File: config.mk
export PLATFORM = sky130hd
export DESIGN_NAME = sws_slave
export DESIGN_NICKNAME = d
export VERILOG_FILES = /design/src/common/sws_pkg.sv /design/src/logic/sws_crc16.sv /design/src/logic/sws_slave.sv
export VERILOG_INCLUDE_DIRS = /design/src /design/src/common
export SDC_FILE = /design/constraint.sdc
export NUM_CORES = 1
export LEC_CHECK = 0
export BUFFER_PORTS_ARGS = -buffer_cell sky130_fd_sc_hd__buf_2
export CAP_MARGIN = 20
export CORE_MARGIN = 3
export CORE_UTILIZATION = 35
export CTS_CLUSTER_DIAMETER = 60
export DETAILED_ROUTE_END_ITERATION = 10
export SLEW_MARGIN = 20
export SYNTH_ARGS = -nofsm -noshare
export SYNTH_HDL_FRONTEND = slang
export SYNTH_SLANG_ARGS = --single-unit
File: constraint.sdc
create_clock -name sys_clk -period 5.4 [get_ports sys_clk]
set_input_delay 0 -clock sys_clk [delete_from_list [all_inputs] [get_ports sys_clk]]
set_output_delay 0 -clock sys_clk [all_outputs]
set_load 0.03 [all_outputs]
File: src/common/sws_regs.svh
/*
 Constants for the single-wire slave: timing figures, address limits,
 command framing bytes and CRC polynomials.
 Assumes a 200 MHz system clock; included by the slave and its CRC unit.
*/
// How it works
// master opens read slot like write-one
// zero bit: device pulls low, own release
// one bit: device never pulls line low
// master samples late inside its window
// master waits full slot before next
// extra start-edge filter only at standard speed
// lows inside rising-edge holdoff are ignored
// identifier top byte is CRC8 of 56
// CRC16 always sent ones-complemented
// register read CRC: cmd, address, data
// first channel read CRC includes command
// later channel passes CRC only samples
// channel read loops samples plus CRC
// master sends address low byte first
// finished or failed command returns FF
// activity latch clear then AA forever
// write pair: second is inverse, apply
// valid write answers AA then pins
// mismatched write pair leaves port unchanged
// long reset returns to standard speed
// CRC shifted least significant bit first
`ifndef SWS_REGS_SVH
`define SWS_REGS_SVH

`define SWS_CLK_PERIOD_NS 5
`define SWS_SAMPLE_STD_NS 30000
`define SWS_SAMPLE_OD_NS 3000
`define SWS_HOLD0_STD_NS 30000
`define SWS_HOLD0_OD_NS 3000
`define SWS_FILTER_STD_NS 250
`define SWS_HOLDOFF_STD_NS 2000
`define SWS_HOLDOFF_OD_NS 500
`define SWS_RESET_LONG_NS 480000
`define SWS_RESET_OD_NS 48000

`define SWS_PAGE_FIRST 16'h0088
`define SWS_PAGE_LAST 16'h008F
`define SWS_CS_FIRST 16'h008B
`define SWS_CS_LAST 16'h008D
`define SWS_CONFIRM_BYTE 8'hAA
`define SWS_FILL_BYTE 8'hFF
`define SWS_CAR_SAMPLES 32

`define SWS_CRC16_POLY_REFL 16'hA001
`define SWS_CRC8_POLY_REFL 8'h8C

`endif

File: src/common/sws_pkg.sv
/*
 Types of the single-wire slave: slot timing states and frame states.
 Assumes nothing of its surroundings.
*/
package sws_pkg;

	typedef enum logic [1:0] {
		SL_HOLD,
		SL_IDLE,
		SL_FILT,
		SL_ACTIVE
	} sws_slot_type;

	typedef enum logic [3:0] {
		FR_IDLE,
		FR_CMD,
		FR_ADDR_LO,
		FR_ADDR_HI,
		FR_RD_DATA,
		FR_CRC_LO,
		FR_CRC_HI,
		FR_CAR_DATA,
		FR_CAW_A,
		FR_CAW_B,
		FR_CAW_ACK,
		FR_CAW_RB,
		FR_CS_DATA,
		FR_FILL_FF,
		FR_FILL_AA
	} sws_frame_type;

endpackage

File: src/logic/sws_crc16.sv
/*
 Serial CRC16 generator, reflected form, one bit per shift strobe.
 Assumes an active-low reset released in step with sys_clk, one bit per strobe at most.
*/
`timescale 1ns/1ps
`include "sws_regs.svh"

module sws_crc16 (
	input wire logic sys_clk,
	input wire logic rst_n,
	input wire logic crc_clear,
	input wire logic crc_shift,
	input wire logic crc_bit,
	output logic [15:0] crc_value
);

	logic [15:0] crc_reg;
	logic feedback;

	assign feedback = crc_bit ^ crc_reg[0];
	assign crc_value = crc_reg;

	// clear beats shift: the cleared state is the start of a new pass
	always_ff @(posedge sys_clk or negedge rst_n) begin
		if (!rst_n) begin
			crc_reg <= 16'h0000;
		end else if (crc_clear) begin
			crc_reg <= 16'h0000;
		end else if (crc_shift) begin
			crc_reg <= (crc_reg >> 1) ^ (feedback ? `SWS_CRC16_POLY_REFL : 16'h0000);
		end
	end

endmodule

File: src/logic/sws_slave.sv
/*
 Single-wire slave: slot timing, glitch filtering, byte framing of the
 control-function commands and CRC generation.
 Assumes the ROM selection layer sits outside and pulses set_fast; line_in
 is already synchronous to sys_clk; line_oe low lets the pull-up raise it.
*/
`timescale 1ns/1ps
`include "sws_regs.svh"

module sws_slave #(
	parameter int SAMP_STD_CYC = (`SWS_SAMPLE_STD_NS + `SWS_CLK_PERIOD_NS - 1) / `SWS_CLK_PERIOD_NS,
	parameter int SAMP_OD_CYC = (`SWS_SAMPLE_OD_NS + `SWS_CLK_PERIOD_NS - 1) / `SWS_CLK_PERIOD_NS,
	parameter int HOLD_STD_CYC = `SWS_HOLD0_STD_NS / `SWS_CLK_PERIOD_NS,
	parameter int HOLD_OD_CYC = `SWS_HOLD0_OD_NS / `SWS_CLK_PERIOD_NS,
	parameter int RST_LONG_CYC = (`SWS_RESET_LONG_NS + `SWS_CLK_PERIOD_NS - 1) / `SWS_CLK_PERIOD_NS,
	parameter int RST_OD_CYC = (`SWS_RESET_OD_NS + `SWS_CLK_PERIOD_NS - 1) / `SWS_CLK_PERIOD_NS,
	parameter logic [7:0] CMD_REG_READ = 8'h01,
	parameter logic [7:0] CMD_CH_READ = 8'h02,
	parameter logic [7:0] CMD_CH_WRITE = 8'h03,
	parameter logic [7:0] CMD_CS_WRITE = 8'h04,
	parameter logic [7:0] CMD_LATCH_CLEAR = 8'h05,
	// arbitrary identifier body
	parameter logic [55:0] ROM_BODY = 56'h00000000000001
) (
	input wire logic sys_clk,
	input wire logic nrst,
	input wire logic line_in,
	output logic line_out,
	output logic line_oe,
	input wire logic set_fast,
	input wire logic [7:0] port_pins,
	input wire logic [63:0] reg_page,
	output logic fast_speed_flag,
	output logic [7:0] port_state,
	output logic latch_clear,
	output logic cs_wr_strobe,
	output logic [7:0] cs_wr_addr,
	output logic [7:0] cs_wr_data,
	output logic session_start,
	output logic [63:0] rom_code
);

	localparam int CW = 18;
	localparam int FILT_CYC = (`SWS_FILTER_STD_NS + `SWS_CLK_PERIOD_NS - 1) / `SWS_CLK_PERIOD_NS;
	localparam int REH_STD_CYC = `SWS_HOLDOFF_STD_NS / `SWS_CLK_PERIOD_NS;
	localparam int REH_OD_CYC = `SWS_HOLDOFF_OD_NS / `SWS_CLK_PERIOD_NS;
	localparam logic [CW-1:0] CNT_MAX = {CW{1'b1}};
	localparam logic [4:0] CAR_LAST = 5'(`SWS_CAR_SAMPLES - 1);

	function automatic logic [7:0] page_byte(input logic [63:0] page, input logic [15:0] addr);
		page_byte = page[addr[2:0] * 8 +: 8];
	endfunction

	function automatic logic is_tx(input sws_pkg::sws_frame_type st);
		is_tx = (st == sws_pkg::FR_RD_DATA) || (st == sws_pkg::FR_CRC_LO) ||
			(st == sws_pkg::FR_CRC_HI) || (st == sws_pkg::FR_CAR_DATA) ||
			(st == sws_pkg::FR_CAW_ACK) || (st == sws_pkg::FR_CAW_RB) ||
			(st == sws_pkg::FR_FILL_FF) || (st == sws_pkg::FR_FILL_AA);
	endfunction

	function automatic logic [7:0] crc8_of(input logic [55:0] body);
		logic [7:0] c;
		c = 8'h00;
		for (int i = 0; i < 56; i++) begin
			c = (c >> 1) ^ ((c[0] ^ body[i]) ? `SWS_CRC8_POLY_REFL : 8'h00);
		end
		crc8_of = c;
	endfunction

	logic rst_meta_reg;
	logic rst_sync_reg;
	logic rst_n;

	sws_pkg::sws_slot_type slot_reg;
	logic [CW-1:0] slot_cnt_reg;
	logic [CW-1:0] low_cnt_reg;
	logic bit_evt_reg;
	logic bit_val_reg;
	logic reset_evt_reg;
	logic long_reset_reg;
	logic drive_reg;
	logic line_oe_reg;
	logic fast_reg;
	logic [63:0] rom_code_reg;

	sws_pkg::sws_frame_type frame_reg;
	logic [2:0] bit_cnt_reg;
	logic [7:0] rx_byte_reg;
	logic [7:0] tx_byte_reg;
	logic [7:0] cmd_reg;
	logic [15:0] addr_reg;
	logic [4:0] sample_idx_reg;
	logic [7:0] first_reg;
	logic [7:0] port_state_reg;
	logic latch_clear_reg;
	logic cs_wr_strobe_reg;
	logic [7:0] cs_wr_addr_reg;
	logic [7:0] cs_wr_data_reg;
	logic session_reg;

	logic [CW-1:0] samp_cyc;
	logic [CW-1:0] hold_cyc;
	logic [CW-1:0] reh_cyc;
	logic [CW-1:0] rst_min_cyc;
	logic tx_bit;
	logic tx_active;
	logic [7:0] rx_full;
	logic byte_done;
	logic crc_clear;
	logic crc_shift;
	logic crc_bit;
	logic [15:0] crc_value;
	logic [15:0] crc_inv;
	logic [15:0] addr_full;

	assign rst_n = rst_sync_reg;
	assign line_out = 1'b0;
	assign line_oe = line_oe_reg;
	assign fast_speed_flag = fast_reg;
	assign port_state = port_state_reg;
	assign latch_clear = latch_clear_reg;
	assign cs_wr_strobe = cs_wr_strobe_reg;
	assign cs_wr_addr = cs_wr_addr_reg;
	assign cs_wr_data = cs_wr_data_reg;
	assign session_start = session_reg;
	assign rom_code = rom_code_reg;

	always_ff @(posedge sys_clk or negedge nrst) begin
		if (!nrst) begin
			rst_meta_reg <= 1'b0;
			rst_sync_reg <= 1'b0;
		end else begin
			rst_meta_reg <= 1'b1;
			rst_sync_reg <= rst_meta_reg;
		end
	end

	assign samp_cyc = fast_reg ? CW'(SAMP_OD_CYC) : CW'(SAMP_STD_CYC);
	assign hold_cyc = fast_reg ? CW'(HOLD_OD_CYC) : CW'(HOLD_STD_CYC);
	assign reh_cyc = fast_reg ? CW'(REH_OD_CYC) : CW'(REH_STD_CYC);
	assign rst_min_cyc = fast_reg ? CW'(RST_OD_CYC) : CW'(RST_LONG_CYC);

	// identifier with its check byte on top, non-inverted
	always_ff @(posedge sys_clk or negedge rst_n) begin
		if (!rst_n) begin
			rom_code_reg <= 64'h0000000000000000;
		end else begin
			rom_code_reg <= {crc8_of(ROM_BODY), ROM_BODY};
		end
	end

	always_ff @(posedge sys_clk or negedge rst_n) begin
		if (!rst_n) begin
			low_cnt_reg <= '0;
		end else if (line_in) begin
			low_cnt_reg <= '0;
		end else if (low_cnt_reg != CNT_MAX) begin
			low_cnt_reg <= low_cnt_reg + CW'(1);
		end
	end

	// slot time base, restarted at every accepted falling edge
	always_ff @(posedge sys_clk or negedge rst_n) begin
		if (!rst_n) begin
			slot_reg <= sws_pkg::SL_HOLD;
			slot_cnt_reg <= '0;
			bit_evt_reg <= 1'b0;
			bit_val_reg <= 1'b1;
			reset_evt_reg <= 1'b0;
			long_reset_reg <= 1'b0;
			drive_reg <= 1'b0;
		end else begin
			bit_evt_reg <= 1'b0;
			reset_evt_reg <= 1'b0;
			unique case (slot_reg)
				sws_pkg::SL_HOLD: begin
					// lows here are ringing after the rise, not a slot
					if (slot_cnt_reg >= reh_cyc) begin
						slot_reg <= sws_pkg::SL_IDLE;
						slot_cnt_reg <= '0;
					end else begin
						slot_cnt_reg <= slot_cnt_reg + CW'(1);
					end
				end
				sws_pkg::SL_IDLE: begin
					if (!line_in) begin
						drive_reg <= tx_active && !tx_bit;
						if (fast_reg) begin
							slot_reg <= sws_pkg::SL_ACTIVE;
							slot_cnt_reg <= '0;
						end else begin
							slot_reg <= sws_pkg::SL_FILT;
							slot_cnt_reg <= '0;
						end
					end
				end
				sws_pkg::SL_FILT: begin
					if (line_in) begin
						slot_reg <= sws_pkg::SL_IDLE;
						drive_reg <= 1'b0;
					end else if (slot_cnt_reg >= CW'(FILT_CYC - 1)) begin
						slot_reg <= sws_pkg::SL_ACTIVE;
						slot_cnt_reg <= CW'(FILT_CYC);
					end else begin
						slot_cnt_reg <= slot_cnt_reg + CW'(1);
					end
				end
				sws_pkg::SL_ACTIVE: begin
					if (slot_cnt_reg != CNT_MAX) begin
						slot_cnt_reg <= slot_cnt_reg + CW'(1);
					end
					if (slot_cnt_reg == samp_cyc) begin
						bit_evt_reg <= 1'b1;
						bit_val_reg <= line_in;
					end
					if (line_in && slot_cnt_reg > samp_cyc) begin
						slot_reg <= sws_pkg::SL_HOLD;
						slot_cnt_reg <= '0;
						drive_reg <= 1'b0;
						if (low_cnt_reg >= rst_min_cyc) begin
							reset_evt_reg <= 1'b1;
							long_reset_reg <= low_cnt_reg >= CW'(RST_LONG_CYC);
						end
					end
				end
			endcase
		end
	end

	// zero bit: pull low from slot activation (after the start filter at standard speed) until own hold time ends
	always_ff @(posedge sys_clk or negedge rst_n) begin
		if (!rst_n) begin
			line_oe_reg <= 1'b0;
		end else begin
			line_oe_reg <= drive_reg && (slot_reg == sws_pkg::SL_ACTIVE) &&
				(slot_cnt_reg < hold_cyc);
		end
	end

	// a new speed request wins over a long reset in the same cycle
	always_ff @(posedge sys_clk or negedge rst_n) begin
		if (!rst_n) begin
			fast_reg <= 1'b0;
		end else if (set_fast) begin
			fast_reg <= 1'b1;
		end else if (reset_evt_reg && long_reset_reg) begin
			fast_reg <= 1'b0;
		end
	end

	assign crc_inv = ~crc_value;
	assign rx_full = {bit_val_reg, rx_byte_reg[7:1]};
	assign byte_done = bit_evt_reg && (bit_cnt_reg == 3'h7);
	assign addr_full = {rx_full, addr_reg[7:0]};
	assign tx_active = is_tx(frame_reg);

	always_comb begin
		unique case (frame_reg)
			sws_pkg::FR_CRC_LO: tx_bit = crc_inv[{1'b0, bit_cnt_reg}];
			sws_pkg::FR_CRC_HI: tx_bit = crc_inv[{1'b1, bit_cnt_reg}];
			default: tx_bit = tx_byte_reg[bit_cnt_reg];
		endcase
	end

	always_comb begin
		crc_clear = reset_evt_reg ||
			(byte_done && frame_reg == sws_pkg::FR_CRC_HI && cmd_reg == CMD_CH_READ);
		crc_shift = bit_evt_reg && ((frame_reg == sws_pkg::FR_CMD) ||
			(frame_reg == sws_pkg::FR_ADDR_LO) || (frame_reg == sws_pkg::FR_ADDR_HI) ||
			(frame_reg == sws_pkg::FR_RD_DATA) || (frame_reg == sws_pkg::FR_CAR_DATA));
		crc_bit = tx_active ? tx_bit : bit_val_reg;
	end

	sws_crc16 crc_unit (
		.sys_clk(sys_clk),
		.rst_n(rst_n),
		.crc_clear(crc_clear),
		.crc_shift(crc_shift),
		.crc_bit(crc_bit),
		.crc_value(crc_value)
	);

	// byte framing; only a reset pulse leaves the fill loops
	always_ff @(posedge sys_clk or negedge rst_n) begin
		if (!rst_n) begin
			frame_reg <= sws_pkg::FR_IDLE;
			bit_cnt_reg <= 3'h0;
			rx_byte_reg <= 8'h00;
			tx_byte_reg <= `SWS_FILL_BYTE;
			cmd_reg <= 8'h00;
			addr_reg <= 16'h0000;
			sample_idx_reg <= 5'h00;
			first_reg <= 8'h00;
			port_state_reg <= 8'hFF;
			latch_clear_reg <= 1'b0;
			cs_wr_strobe_reg <= 1'b0;
			cs_wr_addr_reg <= 8'h00;
			cs_wr_data_reg <= 8'h00;
			session_reg <= 1'b0;
		end else begin
			latch_clear_reg <= 1'b0;
			cs_wr_strobe_reg <= 1'b0;
			session_reg <= 1'b0;
			if (reset_evt_reg) begin
				frame_reg <= sws_pkg::FR_CMD;
				bit_cnt_reg <= 3'h0;
				session_reg <= 1'b1;
			end else if (bit_evt_reg) begin
				rx_byte_reg <= rx_full;
				bit_cnt_reg <= bit_cnt_reg + 3'h1;
				if (byte_done) begin
					unique case (frame_reg)
						sws_pkg::FR_IDLE: frame_reg <= sws_pkg::FR_IDLE;
						sws_pkg::FR_CMD: begin
							cmd_reg <= rx_full;
							tx_byte_reg <= `SWS_FILL_BYTE;
							if (rx_full == CMD_REG_READ || rx_full == CMD_CS_WRITE) begin
								frame_reg <= sws_pkg::FR_ADDR_LO;
							end else if (rx_full == CMD_CH_READ) begin
								frame_reg <= sws_pkg::FR_CAR_DATA;
								sample_idx_reg <= 5'h00;
								tx_byte_reg <= port_pins;
							end else if (rx_full == CMD_CH_WRITE) begin
								frame_reg <= sws_pkg::FR_CAW_A;
							end else if (rx_full == CMD_LATCH_CLEAR) begin
								latch_clear_reg <= 1'b1;
								frame_reg <= sws_pkg::FR_FILL_AA;
								tx_byte_reg <= `SWS_CONFIRM_BYTE;
							end else begin
								frame_reg <= sws_pkg::FR_FILL_FF;
							end
						end
						sws_pkg::FR_ADDR_LO: begin
							addr_reg[7:0] <= rx_full;
							frame_reg <= sws_pkg::FR_ADDR_HI;
						end
						sws_pkg::FR_ADDR_HI: begin
							addr_reg <= addr_full;
							tx_byte_reg <= `SWS_FILL_BYTE;
							frame_reg <= sws_pkg::FR_FILL_FF;
							if (cmd_reg == CMD_REG_READ && addr_full >= `SWS_PAGE_FIRST &&
								addr_full <= `SWS_PAGE_LAST) begin
								frame_reg <= sws_pkg::FR_RD_DATA;
								tx_byte_reg <= page_byte(reg_page, addr_full);
							end else if (cmd_reg == CMD_CS_WRITE && addr_full >= `SWS_CS_FIRST &&
								addr_full <= `SWS_CS_LAST) begin
								frame_reg <= sws_pkg::FR_CS_DATA;
							end
						end
						sws_pkg::FR_RD_DATA: begin
							if (addr_reg == `SWS_PAGE_LAST) begin
								frame_reg <= sws_pkg::FR_CRC_LO;
							end else begin
								addr_reg <= addr_reg + 16'h0001;
								tx_byte_reg <= page_byte(reg_page, addr_reg + 16'h0001);
							end
						end
						sws_pkg::FR_CRC_LO: frame_reg <= sws_pkg::FR_CRC_HI;
						sws_pkg::FR_CRC_HI: begin
							if (cmd_reg == CMD_CH_READ) begin
								frame_reg <= sws_pkg::FR_CAR_DATA;
								sample_idx_reg <= 5'h00;
								tx_byte_reg <= port_pins;
							end else begin
								frame_reg <= sws_pkg::FR_FILL_FF;
								tx_byte_reg <= `SWS_FILL_BYTE;
							end
						end
						sws_pkg::FR_CAR_DATA: begin
							sample_idx_reg <= sample_idx_reg + 5'h01;
							if (sample_idx_reg == CAR_LAST) begin
								frame_reg <= sws_pkg::FR_CRC_LO;
							end else begin
								tx_byte_reg <= port_pins;
							end
						end
						sws_pkg::FR_CAW_A: begin
							first_reg <= rx_full;
							frame_reg <= sws_pkg::FR_CAW_B;
						end
						sws_pkg::FR_CAW_B: begin
							if (rx_full == ~first_reg) begin
								port_state_reg <= first_reg;
								frame_reg <= sws_pkg::FR_CAW_ACK;
								tx_byte_reg <= `SWS_CONFIRM_BYTE;
							end else begin
								frame_reg <= sws_pkg::FR_FILL_FF;
								tx_byte_reg <= `SWS_FILL_BYTE;
							end
						end
						sws_pkg::FR_CAW_ACK: begin
							// pins sampled after the new state has been applied
							frame_reg <= sws_pkg::FR_CAW_RB;
							tx_byte_reg <= port_pins;
						end
						sws_pkg::FR_CAW_RB: frame_reg <= sws_pkg::FR_CAW_A;
						sws_pkg::FR_CS_DATA: begin
							cs_wr_strobe_reg <= 1'b1;
							cs_wr_addr_reg <= addr_reg[7:0];
							cs_wr_data_reg <= rx_full;
							if (addr_reg == `SWS_CS_LAST) begin
								frame_reg <= sws_pkg::FR_FILL_FF;
								tx_byte_reg <= `SWS_FILL_BYTE;
							end else begin
								addr_reg <= addr_reg + 16'h0001;
							end
						end
						sws_pkg::FR_FILL_FF: frame_reg <= sws_pkg::FR_FILL_FF;
						sws_pkg::FR_FILL_AA: frame_reg <= sws_pkg::FR_FILL_AA;
					endcase
				end
			end
		end
	end

endmodule

**After elaboration in Yosys (flattened, before gate mapping)**

Cells that the tools add are included.

- Register bits after elaboration: 151
- Bits of input ports: 76

- Add/subtract/negate cells: 5
- Order comparisons: 13
- Eq/ne operators: 50
- Shifts and indexed selects: 2
- Mux-type cells: 90
- Bitwise logic cells: 5
- Reduce and logical (&&, ||, !) cells: 54

Operator list:

| operator | number |
|---|---|
| 18-bit two-way mux | 8 |
| 64-bit by 7-bit indexed part select with 8-bit output | 2 |
| 16-bit two-way mux | 5 |
| 18-bit one-hot mux with 4 select lines | 1 |
| 8-bit one-hot mux with 8 select lines | 1 |
| 4-bit one-hot mux with 15 select lines | 1 |
| 8-bit two-way mux | 7 |
| 8-bit one-hot mux with 3 select lines | 2 |
| 4-bit two-way mux | 11 |
| 18-bit by 1-bit adder with 18-bit output (second input constant) | 2 |
| 18-bit inequality test (second input constant) | 2 |
| 16-bit by 8-bit equality test with 1-bit output (second input constant) | 2 |
| 16-bit by 8-bit >= comparator with 1-bit output (second input constant) | 2 |
| 16-bit by 8-bit less-or-equal comparator with 1-bit output (second input constant) | 2 |
| 1-bit two-way mux | 29 |
| 4-bit equality test (second input constant) | 7 |
| 8-bit by 2-bit equality test with 1-bit output (second input constant) | 3 |
| 8-bit by 3-bit equality test with 1-bit output (second input constant) | 3 |
| 7-bit two-way mux | 3 |
| 2-bit inequality test (second input constant) | 10 |
| 4-bit AND reduction | 5 |
| 18-bit by 13-bit equality test with 1-bit output | 1 |
| 18-bit by 17-bit >= comparator with 1-bit output | 1 |
| 18-bit by 17-bit >= comparator with 1-bit output (second input constant) | 1 |
| 51 further kinds | 108 |

**Logic depth before layout (Yosys ltp)**

Gate-level depths: netlist of run 1.

- Word-level depth: 14
- Mapped depth: 13

**Modules after synthesis**

A second synthesis of run 1 with hierarchy kept.

- Cell total of the unflattened synthesis: 1,013
- Area total of the unflattened synthesis: 10,057.1 µm²

Modules (own cells, without submodules):

| module | instances | cells an instance | area an instance (µm²) | sequential area each (µm²) |
|---|---|---|---|---|
| sws_slave | 1 | 954 | 9,360.2 | 3,374.5 |
| sws_crc16 | 1 | 59 | 696.9 | 400.4 |

**Worst setup path after synthesis of run 1**

OpenSTA, ideal clock, no wires.

- Kind: reg2reg
- Start point: reg addr_reg[0]
- End point: reg tx_byte_reg[3]
- Setup time: 0.105 ns
- Arrival time: 3.007 ns
- Path slack: 2.288 ns
- Cell stages (with the launch flop): 14
- Cell sequence: dfrtp_1 > buf_2 > buf_2 > buf_2 > inv_1 > ha_1 > clkbuf_1 > mux4_2 > mux2i_1 > o22ai_1 > a2111oi_1 > nor2_1 > nor3_2 > a221oi_2

- Word-level cells in the longest chain between the ends: 5
- Elaborated cells on any way between the ends: 15

RTL lines:

| item | line | text |
|---|---|---|
| start: declaration | sws_slave.sv:91 | `logic [15:0] addr_reg;` |
| start signal: assignment | sws_slave.sv:334 | `addr_reg[7:0] <= rx_full;` |
| start signal: assignment | sws_slave.sv:338 | `addr_reg <= addr_full;` |
| start signal: assignment | sws_slave.sv:354 | `addr_reg <= addr_reg + 16'h0001;` |
| branches (longest 5 deep; another with 16-bit by 1-bit adder with 16-bit output) | n/a |  |
| end signal: assignment | sws_slave.sv:316 | `` tx_byte_reg <= `SWS_FILL_BYTE; `` |
| end signal: assignment | sws_slave.sv:339 | `` tx_byte_reg <= `SWS_FILL_BYTE; `` |
| end signal: assignment | sws_slave.sv:344 | `tx_byte_reg <= page_byte(reg_page, addr_full);` |
| end: declaration | sws_slave.sv:89 | `logic [7:0] tx_byte_reg;` |

Several ways; the timed one is not identified. The select of a mux whose other input is x is not followed.
A chain may end at the register's enable or synchronous reset.

**Worst setup path in the final report of run 1**

- Start point: reg addr_reg[0]
- End point: reg tx_byte_reg[1]

The elaborated chain is that of the path after synthesis.

==> results of run 1 <==
## what timing repair did
| action | 4_1_cts | 5_1_grt |
|---|---|---|
| setup endpoints to repair | 0 | 0 |
| endpoints found under the hold margin | 10 | 0 |
| hold buffers | 10 | 0 |
## kinds of logic after synthesis
group | Yosys count
and+or+nand+nor | 341
AOI/OAI and AO/OA | 198
buffers and inverters | 154
DFF | 150
muxes | 120
xor gates and xnor gates | 32
adders and majority gates | 29
other | 2
## layer usage
layer  track usage (%)  wire (um)
met3              2.94        984
met5                 0          0
met4              4.29        365
met1              20.9      11000
met2              25.8      11900
## per-stage QoR
stage | cells | hold WS [ns] | util [%] | setup WS, ns
2_1_floorplan | 1085 | -0.296 | - | 0.941
3_3_place_gp | 1456 | -0.213 | 37.8 | 2.15
3_5_place_dp | 1456 | -0.213 | 37.8 | 2.06
4_1_cts | 1498 | 0.0379 | 40.5 | 2.04
5_1_grt | 1498 | 0.0692 | 40.5 | 1.77
6_report | 1498 | 0.0566 | 40.5 | 2.07
## layout by cell type, fill, tap and decap left out, types with 13 or more instances in the layout
| cell type | n |
|---|---|
| mux4_2 | 33 |
| nand3_1 | 41 |
| conb_1 | 61 |
| xnor2_1 | 13 |
| nor2_1 | 96 |
| nand4_1 | 13 |
| nand2_1 | 77 |
| nand2b_1 | 13 |
| o22ai_1 | 18 |
| dfrtp_1 | 132 |
| o21ai_0 | 38 |
| nor3_1 | 29 |
| dfstp_2 | 17 |
| inv_1 | 33 |
| clkbuf_16 | 17 |
| ha_1 | 29 |
| mux2_2 | 45 |
| mux2i_1 | 37 |
| a21oi_1 | 45 |
| xor2_1 | 18 |
| buf_2 | 110 |
## final cells by class
class                   count  area share (%)
inverters                  33            1.09
well taps                 378            4.17
multi-input cells         781            49.7
repair buffers            124            6.00
clock inverters            13            1.91
clock buffers              19            3.81
flip-flops and latches    150            33.3
## power groups by stage
stage          Combinational, mW  Sequential, mW  Clock (mW)
2_1_floorplan              0.493            1.25           0
3_3_place_gp               0.550            1.30           0
3_5_place_dp               0.557            1.30           0
4_1_cts                    0.567            1.28        1.36
5_1_grt                    0.642            1.29        1.40
6_report                   0.568            1.28        1.33
## worst paths after layout
| check | from | end | slack, ns |
|---|---|---|---|
| hold reg to reg | rst_n$_DFF_PN0_ | low_cnt_reg[2]$_DFFE_PN0P_ | 0.27 |
| max in group asynchronous | rst_n$_DFF_PN0_ | sample_idx_reg[3]$_DFFE_PN0P_ | 4.00 |
| hold / removal | port_pins[5] | tx_byte_reg[5]$_DFFE_PN1P_ | 0.06 |
| setup / recovery | addr_reg[0]$_DFFE_PN0P_ | tx_byte_reg[1]$_DFFE_PN1P_ | 2.07 |
| min in group asynchronous | rst_n$_DFF_PN0_ | low_cnt_reg[2]$_DFFE_PN0P_ | 0.27 |
| setup reg to reg | addr_reg[0]$_DFFE_PN0P_ | tx_byte_reg[1]$_DFFE_PN1P_ | 2.07 |
## critical path, cell delays in order, from the launching register on
cell	delay, ns
dfrtp_1	0.32
buf_4	0.44
inv_1	0.17
ha_1	0.79
mux4_2	0.41
mux2i_1	0.18
o22ai_1	0.11
a2111oi_0	0.50
nor2_1	0.08
nor3_1	0.14
a221oi_1	0.07
==> summary.txt, run 1 <==
Run status
  – Status: completed

Pwr
  – Switch share: 30.3%
  – P_int: roughly 2.2 mW
  – Sequential Power Share: approximately two fifths
  – Peak VDD IR: 0.175 mV
  – Sw power: 0.962 mW
  – Leak pwr: 5.04 nW
  – Total power: 3.18 mW
  – Clock share of power: 41.8%
  – Comb power frac: 17.9%
  – Power per cell area: 280 nW/um2

Floorplan
  – Die area: approximately 31,000 um2
  – IO Count: 170
  – Total core area: 28,000 um2
  – Die Wd: roughly 180 um
  – Starting Density: about 36%
  – Die Ht: between 150 and 200 um
  – Std cell rows: 61

Clock tree
  – Clk_lat worst skew: 0.43 ns
  – Root Buffer: clkbuf_16
  – Clock-pin slew on the worst setup and hold paths: 0.07 ns
  – Total CTS buffers: 17
  – CTS resizes: 0
  – TritonCTS Sinks: 150
  – H-tree lvl count: 4
  – CTS max path bufs: 2
  – CTS tree: yes
  – Setup Fix Bufs, Post-CTS: 0

Synth
  – Synth Area in Simple Gates: 16.9%
  – Post-synthesis compound-gate area fraction: a little over an eighth
  – Avg Cell Area, Syn: 9.80 um2
  – Yosys top cell area share: approximately 33%
  – Dominant synthesized flop cell: dfrtp_1
  – Cells after Synth: 1,026
  – Largest family of logic cells by synthesized area: multiplexers
  – Ys async rst share: 100%
  – Synth Register Bits: 150
  – Number of synthesized flops with an enable pin: 0
  – Sequential share of the synthesized area: 37.5%
  – Synth top cells by count: 133 x dfrtp_1, 96 x nor2_1, 77 x nand2_1
  – Synth warnings: 0
  – Cell Area, Synth: just over 10,000 um2
  – Synth area leader: dfrtp_1
  – XOR/XNOR Fraction of Synth Area: under 10%
  – Post-Synth Adder-Cell Area: 3.61%
  – Netlist cell types: 82
  – Synth area leaders: dfrtp_1 33%, mux4_2 7.4%, mux2_2 5.0%
  – Post-synthesis mux area share: 17.4%
  – Most common cell in the netlist: dfrtp_1

STA
  – Final Critical Period: 3.33 ns
  – Setup violators final: 0
  – Worst-margin pin slew: 1.09 ns
  – Headroom to the max-slew limit: 27.5%
  – Fmax achieved: 300 MHz
  – Final Hold Fails: 0
  – Worst Skew: 0.0164 ns
  – Max Slew Vio Count: 0
  – Setup TNS Final: 0 ns
  – RSZ-0062 raised after global routing: no
  – Period utilisation layout: roughly three fifths

Drt
  – Final WL: between 20 and 25 mm
  – Via density: roughly 5.3
  – 1st-iter DRT viols: a little under 400
  – Vias post-DR: 7,931
  – Final ANT Viol Nets: 0
  – DRC: 0
  – Pre-Repair DR Iteration Count: 4
  – Wirelength per Cell: around 16 um

Setup path
  – Setup crit end kind: register
  – CP Max Fanout: 37
  – Arr. time, crit path: 3.66 ns
  – Crit Path Class: register to register
  – Worst Reg-to-Reg Cells: 10
  – CP startpoint kind: register
  – Worst path required time: ~5.7 ns

Global route
  – GRT Total Usage: 15.6%
  – Gr ovfl total: 0
  – Global-route wire length before repair: approximately 40 mm
  – Largest net degree at the start of global routing: 60
  – Initial antenna violation count: 0
  – Vias in the first global route: a little under 8k

Finish
  – Multi-input gate area: ~5600 um2
  – Register Area: 3780 um2
  – Nets@finish: 1,212
  – Layout area overhead: 12.9%
  – # diodes: 0
  – Share of cells above drive strength 1: 23.0%
  – FILL cells: around 2.8k
  – Final Instance Area: 11,400 um2

Run
  – Max_cap viols: 0

Placed design
  – Final GP Congestion: 0.866
  – Post-DP HPWL: 17.4 mm
  – IO buf count: 110
  – Area after DPL: 10,600 um2

Hold path
  – Hold path depth: 4
  – HP Class: primary input to register
Note: power is estimated with default switching activity, not from simulation.
==> run 2: changes to the inputs <==
clock period = 2.7 ns   (was 5.4 ns; I/O delays follow)
==> summary.txt, run 2 (synthesis results as in run 1) <==
Run status
  – Status: completed

Hold path
  – Hold path depth: 2
  – HP Class: primary input to register

Clock tree
  – Clk_lat worst skew: 0.43 ns
  – H-tree lvl count: 4
  – Root Buffer: clkbuf_16
  – TritonCTS Sinks: 150
  – CTS max path bufs: 2
  – CTS tree: yes
  – Total CTS buffers: 17
  – Clock-pin slew on the worst setup and hold paths: 0.07 ns

Drt
  – Pre-Repair DR Iteration Count: 5
  – Met3 routed WL: 1.00 mm
  – Wirelength per Cell: 16.0 um
  – Met2 wire length: 12.1 mm
  – Metal-1 WL: 11.2 mm
  – Max Used Layer: met4
  – DRC: 0
  – 1st-iter DRT viols: approximately 530
  – Via density: 5.25
  – Final ANT Viol Nets: 0
  – Final WL: 24.7 mm
  – Vias post-DR: 8,124

Setup path
  – Slowest cell on crit path: dfrtp_2
  – Critical path, cell by cell: buf_4 -> ha_1 -> nor2b_1 -> a2111oi_0 -> nand2_1 -> or2_2 -> a21boi_1 -> a221oi_1
  – Crit-path max cell delay: around 0.44 ns
  – Worst path required time: 3.04 ns
  – Crit path buffers/inverters: 1
  – CP Max Fanout: 6
  – Crit Path Class: register to register
  – Setup crit end kind: register
  – Worst Reg-to-Reg Cells: 8
  – Arr. time, crit path: around 2.9 ns
  – CP startpoint kind: register
  – Critical path depth: 8
  – Critical path's top delay family: compound AO/OA/AOI/OAI gates

STA
  – Worst-margin pin slew: 0.628 ns
  – Period utilisation layout: 95.7%
  – Headroom to the max-slew limit: 57.7%
  – Final Hold Fails: 0
  – Final Critical Period: 2.58 ns
  – Final setup margin: 0.117 ns
  – Setup violators final: 0
  – Fmax achieved: 387 MHz
  – Worst Skew: 0.0144 ns
  – Max Slew Vio Count: 0

Pwr
  – Power per cell area: 519 nW/um2
  – Leak pwr: between 5 and 6 nW
  – Peak VDD IR: 0.385 mV

Floorplan
  – Std cell rows: about 60
  – Starting Density: 35.9%
  – Die area: between 30,000 and 40,000 um2
  – Die Wd: 175 um
  – Total core area: between 20,000 and 30,000 um2
  – Die Ht: 175 um
  – IO Count: 170

Global route
  – Global-route wire length before repair: 40.5 mm
  – Vias in the first global route: between 7k and 8k
  – Initial antenna violation count: 0
  – Gr ovfl total: 0
  – Largest net degree at the start of global routing: 71
  – GRT Total Usage: 15.9%

Run
  – Max_cap viols: 0

Placed design
  – Final GP Congestion: 0.901
  – Setup WS pre-CTS: 0.0267 ns
  – Total placed cells including tap cells: 1,503
  – Post-DP HPWL: 18.2 mm
  – IO buf count: 110

Finish
  – Share of cells above drive strength 1: approximately 27%
  – # diodes: 0
  – Most frequent cells in the layout: 130 x dfrtp_1, 110 x buf_2, 96 x nor2_1
  – Layout area overhead: 16.3%
  – Fin cells: between 1.5k and 2k
  – Most common cell after layout, fill and taps aside: dfrtp_1
  – Nets@finish: 1,261
  – FILL cells: 2,768
## run 2: cell count changes in the layout (fill, tap and decap cells not counted), moves of 2 or more
cell and delta:
bufinv_16 -5, a21oi_2 +2, dfrtp_2 +2, a2111oi_2 +3, dfrtp_1 -2, inv_8 +2
a2111oi_0 -2, a21oi_1 -2, buf_4 +48, clkinvlp_4 +4
## run 2: per-stage QoR
step	hold slack (ns)	util, %	total power [mW]	instance area [um2]	TNS [ns]
2_1_floorplan	-0.296	-	3.50	10300	0
3_3_place_gp	-0.213	39.2	3.80	11000	0
4_1_cts	0.0450	41.5	6.10	11600	0
6_report	0.0672	41.7	6.06	11700	0
5_1_grt	0.0840	41.7	6.37	11700	-0.0173
3_5_place_dp	-0.213	39.2	3.82	11000	0
## run 2: path summary, 6_finish.rpt
path / slack, ns / endpoint / startpoint
worst max-delay path: 0.12 / slot_cnt_reg[4]$_DFFE_PN0P_ / fast_speed_flag$_DFFE_PN0P_
worst min-delay path: 0.07 / low_cnt_reg[15]$_DFFE_PN0P_ / line_in
worst max register to register: 0.12 / slot_cnt_reg[4]$_DFFE_PN0P_ / fast_speed_flag$_DFFE_PN0P_
worst min register to register: 0.23 / rx_byte_reg[2]$_DFFE_PN0P_ / rst_n$_DFF_PN0_
max in group asynchronous: 1.70 / port_state[6]$_DFFE_PN1P_ / rst_n$_DFF_PN0_
min in group asynchronous: 0.23 / rx_byte_reg[2]$_DFFE_PN0P_ / rst_n$_DFF_PN0_
## run 2: worst register-to-register path, cell delays in order (launching register included)
cell and delay, ns:
dfrtp_2 0.44, buf_4 0.18, ha_1 0.32, nor2b_1 0.16
a2111oi_0 0.44, nand2_1 0.14, or2_2 0.33, a21boi_1 0.17
a221oi_1 0.30
## run 2: area by class of cell
| class | count | area [um2] | area share, % |
|---|---|---|---|
| Clock buffer | 18 | 429 | 3.67 |
| Clock inverter | 14 | 119 | 1.02 |
| Inverter | 33 | 124 | 1.06 |
| Multi-Input combinational cell | 781 | 5700 | 48.8 |
| Sequential cell | 150 | 3780 | 32.3 |
| Tap cell | 378 | 473 | 4.05 |
| Timing Repair Buffer | 173 | 1060 | 9.08 |
## run 2: power breakdown
part | internal (mW) | switching [mW] | total (mW)
logic | 0.493 | 0.798 | 1.29
clock network | 1.20 | 1.05 | 2.25
registers | 2.36 | 0.159 | 2.52
## run 2: what timing repair did
item                                   4_1_cts  5_1_grt
hold buffers                                10        0
setup endpoints to repair                    0       26
endpoints found under the hold margin       10        0
gates resized for setup                      0       11
setup buffers                                0        2
## run 2: metal layers
layer	track usage (%)	up-vias
li1	-	3902
met1	21.8	4001
met2	25.7	189
met3	3.09	32
met4	4.62	0
met5	0	-
==> run 3: changes to the inputs <==
CORE_ASPECT_RATIO = 2   (was not set)
==> summary.txt, run 3 (synthesis results as in run 1) <==
Setup path
  – Arr. time, crit path: 2.87 ns
  – Worst path required time: 3.04 ns
  – Crit-path max cell delay: between 0.5 and 0.6 ns
  – Crit path buffers/inverters: 0
  – Critical path's top delay family: simple AND/OR/NAND/NOR gates
  – Critical path, cell by cell: ha_1 -> nand4_1 -> or4_1 -> o31a_1 -> nand4_1 -> o21ai_0 -> a221oi_1
  – Crit Path Class: register to register
  – Most used cell, CP: nand4_1
  – CP startpoint kind: register
  – Setup crit end kind: register
  – CP Max Fanout: 13
  – Slowest cell on crit path: or4_1

STA
  – RSZ-0062 raised after global routing: yes
  – Final Hold Fails: 0
  – Max Slew Vio Count: 0
  – Headroom to the max-slew limit: roughly two fifths
  – Fmax achieved: roughly 400 MHz
  – Worst hold slack: 0.0722 ns
  – Period utilisation layout: 93.7%
  – Worst-margin pin slew: 0.897 ns
  – Worst Skew: about 0.011 ns
  – Final setup margin: 0.170 ns
  – Final Critical Period: 2.53 ns
  – Setup violators final: 0

Drt
  – Final ANT Viol Nets: 0
  – Wirelength per Cell: 18.1 um
  – DRC: 0
  – Final WL: 27.9 mm
  – 1st-iter DRT viols: 549
  – Vias post-DR: just over 8k
  – Via density: 5.37
  – Pre-Repair DR Iteration Count: 5

Global route
  – Vias in the first global route: 8,632
  – Global-route wire length before repair: 44.9 mm
  – Largest net degree at the start of global routing: 89
  – Initial antenna violation count: 0
  – GRT Total Usage: 18.2%
  – Gr ovfl total: 0

Placed design
  – Area after DPL: 11,100 um2
  – IO buf count: 110
  – Post-DP HPWL: 21.6 mm
  – Setup WS pre-CTS: -0.0860 ns
  – Final GP Congestion: 0.918

Floorplan
  – Std cell rows: 87
  – Starting Density: between 30% and 40%
  – Die area: between 30,000 and 40,000 um2
  – Die Wd: 126 um
  – Die Ht: 246 um
  – Total core area: 28,300 um2
  – IO Count: 170

Clock tree
  – Clock-pin slew on the worst setup and hold paths: 0.06 ns
  – TritonCTS Sinks: 150
  – Total CTS buffers: 17
  – Root Buffer: clkbuf_16
  – Clk_lat worst skew: between 0.4 and 0.5 ns
  – CTS tree: yes
  – H-tree lvl count: 4
  – CTS max path bufs: 2

Finish
  – Layout area overhead: 17.4%
  – # diodes: 0
  – FILL cells: 2,807
  – Most common cell after layout, fill and taps aside: dfrtp_1
  – Nets@finish: 1,275
  – Register Area: ~3800 um2
  – Final Util: a little over two fifths
  – Final Instance Area: 11,800 um2
  – Multi-input gate area: 5700 um2
  – Share of cells above drive strength 1: between 20% and 30%
  – Most frequent cells in the layout: 129 x dfrtp_1, 110 x buf_2, 96 x nor2_1

Pwr
  – Total power: 6.27 mW
  – Power per cell area: roughly 530 nW/um2
  – Peak VDD IR: 0.323 mV
  – Leak pwr: roughly 5.3 nW

Hold path
  – HP Class: primary input to register

Run status
  – Status: completed

Run
  – Max_cap viols: 0
run 3: timing repair:
item / CTS / global route
gates resized for setup: 1 / 12
endpoints found under the hold margin: 10 / 0
hold buffers: 10 / 0
setup endpoints to repair: 3 / 19
buffers inserted: 0 / 1
run 3: worst min-delay path: stages:
cell      delay [ns]
buf_2           0.12
a21oi_1         0.13
a311oi_1        0.10
a21o_1          0.16
run 3: layer usage:
layer / routed length (um) / global-route usage, %
met5: 0 / 0
met4: 1310 / 9.57
met3: 868 / 2.89
met2: 16100 / 35.9
met1: 9620 / 17.8
run 3: through the flow:
stage | instances | setup TNS (ns)
2_1_floorplan | 1085 | 0
3_3_place_gp | 1496 | -0.0195
3_5_place_dp | 1496 | -0.124
4_1_cts | 1538 | 0
5_1_grt | 1539 | -0.000381
6_report | 1539 | 0
run 3: worst paths after layout:
path / start / to / slack [ns] / cells past startpoint
min reg2reg: rst_n$_DFF_PN0_ / low_cnt_reg[6]$_DFFE_PN0P_ / 0.25 / 0
min: port_pins[5] / tx_byte_reg[5]$_DFFE_PN1P_ / 0.07 / 4
max reg2reg: slot_cnt_reg[0]$_DFFE_PN0P_ / slot_cnt_reg[4]$_DFFE_PN0P_ / 0.17 / 7
max in group asynchronous: rst_n$_DFF_PN0_ / bit_cnt_reg[0]$_DFFE_PN0P_ / 1.61 / 1
min in group asynchronous: rst_n$_DFF_PN0_ / low_cnt_reg[6]$_DFFE_PN0P_ / 0.25 / 0
max: slot_cnt_reg[0]$_DFFE_PN0P_ / slot_cnt_reg[4]$_DFFE_PN0P_ / 0.17 / 7
run 3: report_power, final:
| group | leakage, nW | switching (mW) | internal, mW |
|---|---|---|---|
| logic | 3.15 | 0.846 | 0.524 |
| clock network | 0.274 | 0.985 | 1.39 |
| registers | 1.92 | 0.161 | 2.36 |
| total | 5.34 | 1.99 | 4.27 |
run 3: area by class of cell:
type	instances	area share [%]
clock buffers	21	3.82
well taps	356	3.77
flip-flops and latches	150	32.0
clock inverters	11	1.08
repair buffers	187	9.94
multi-input cells	781	48.3
inverters	33	1.05
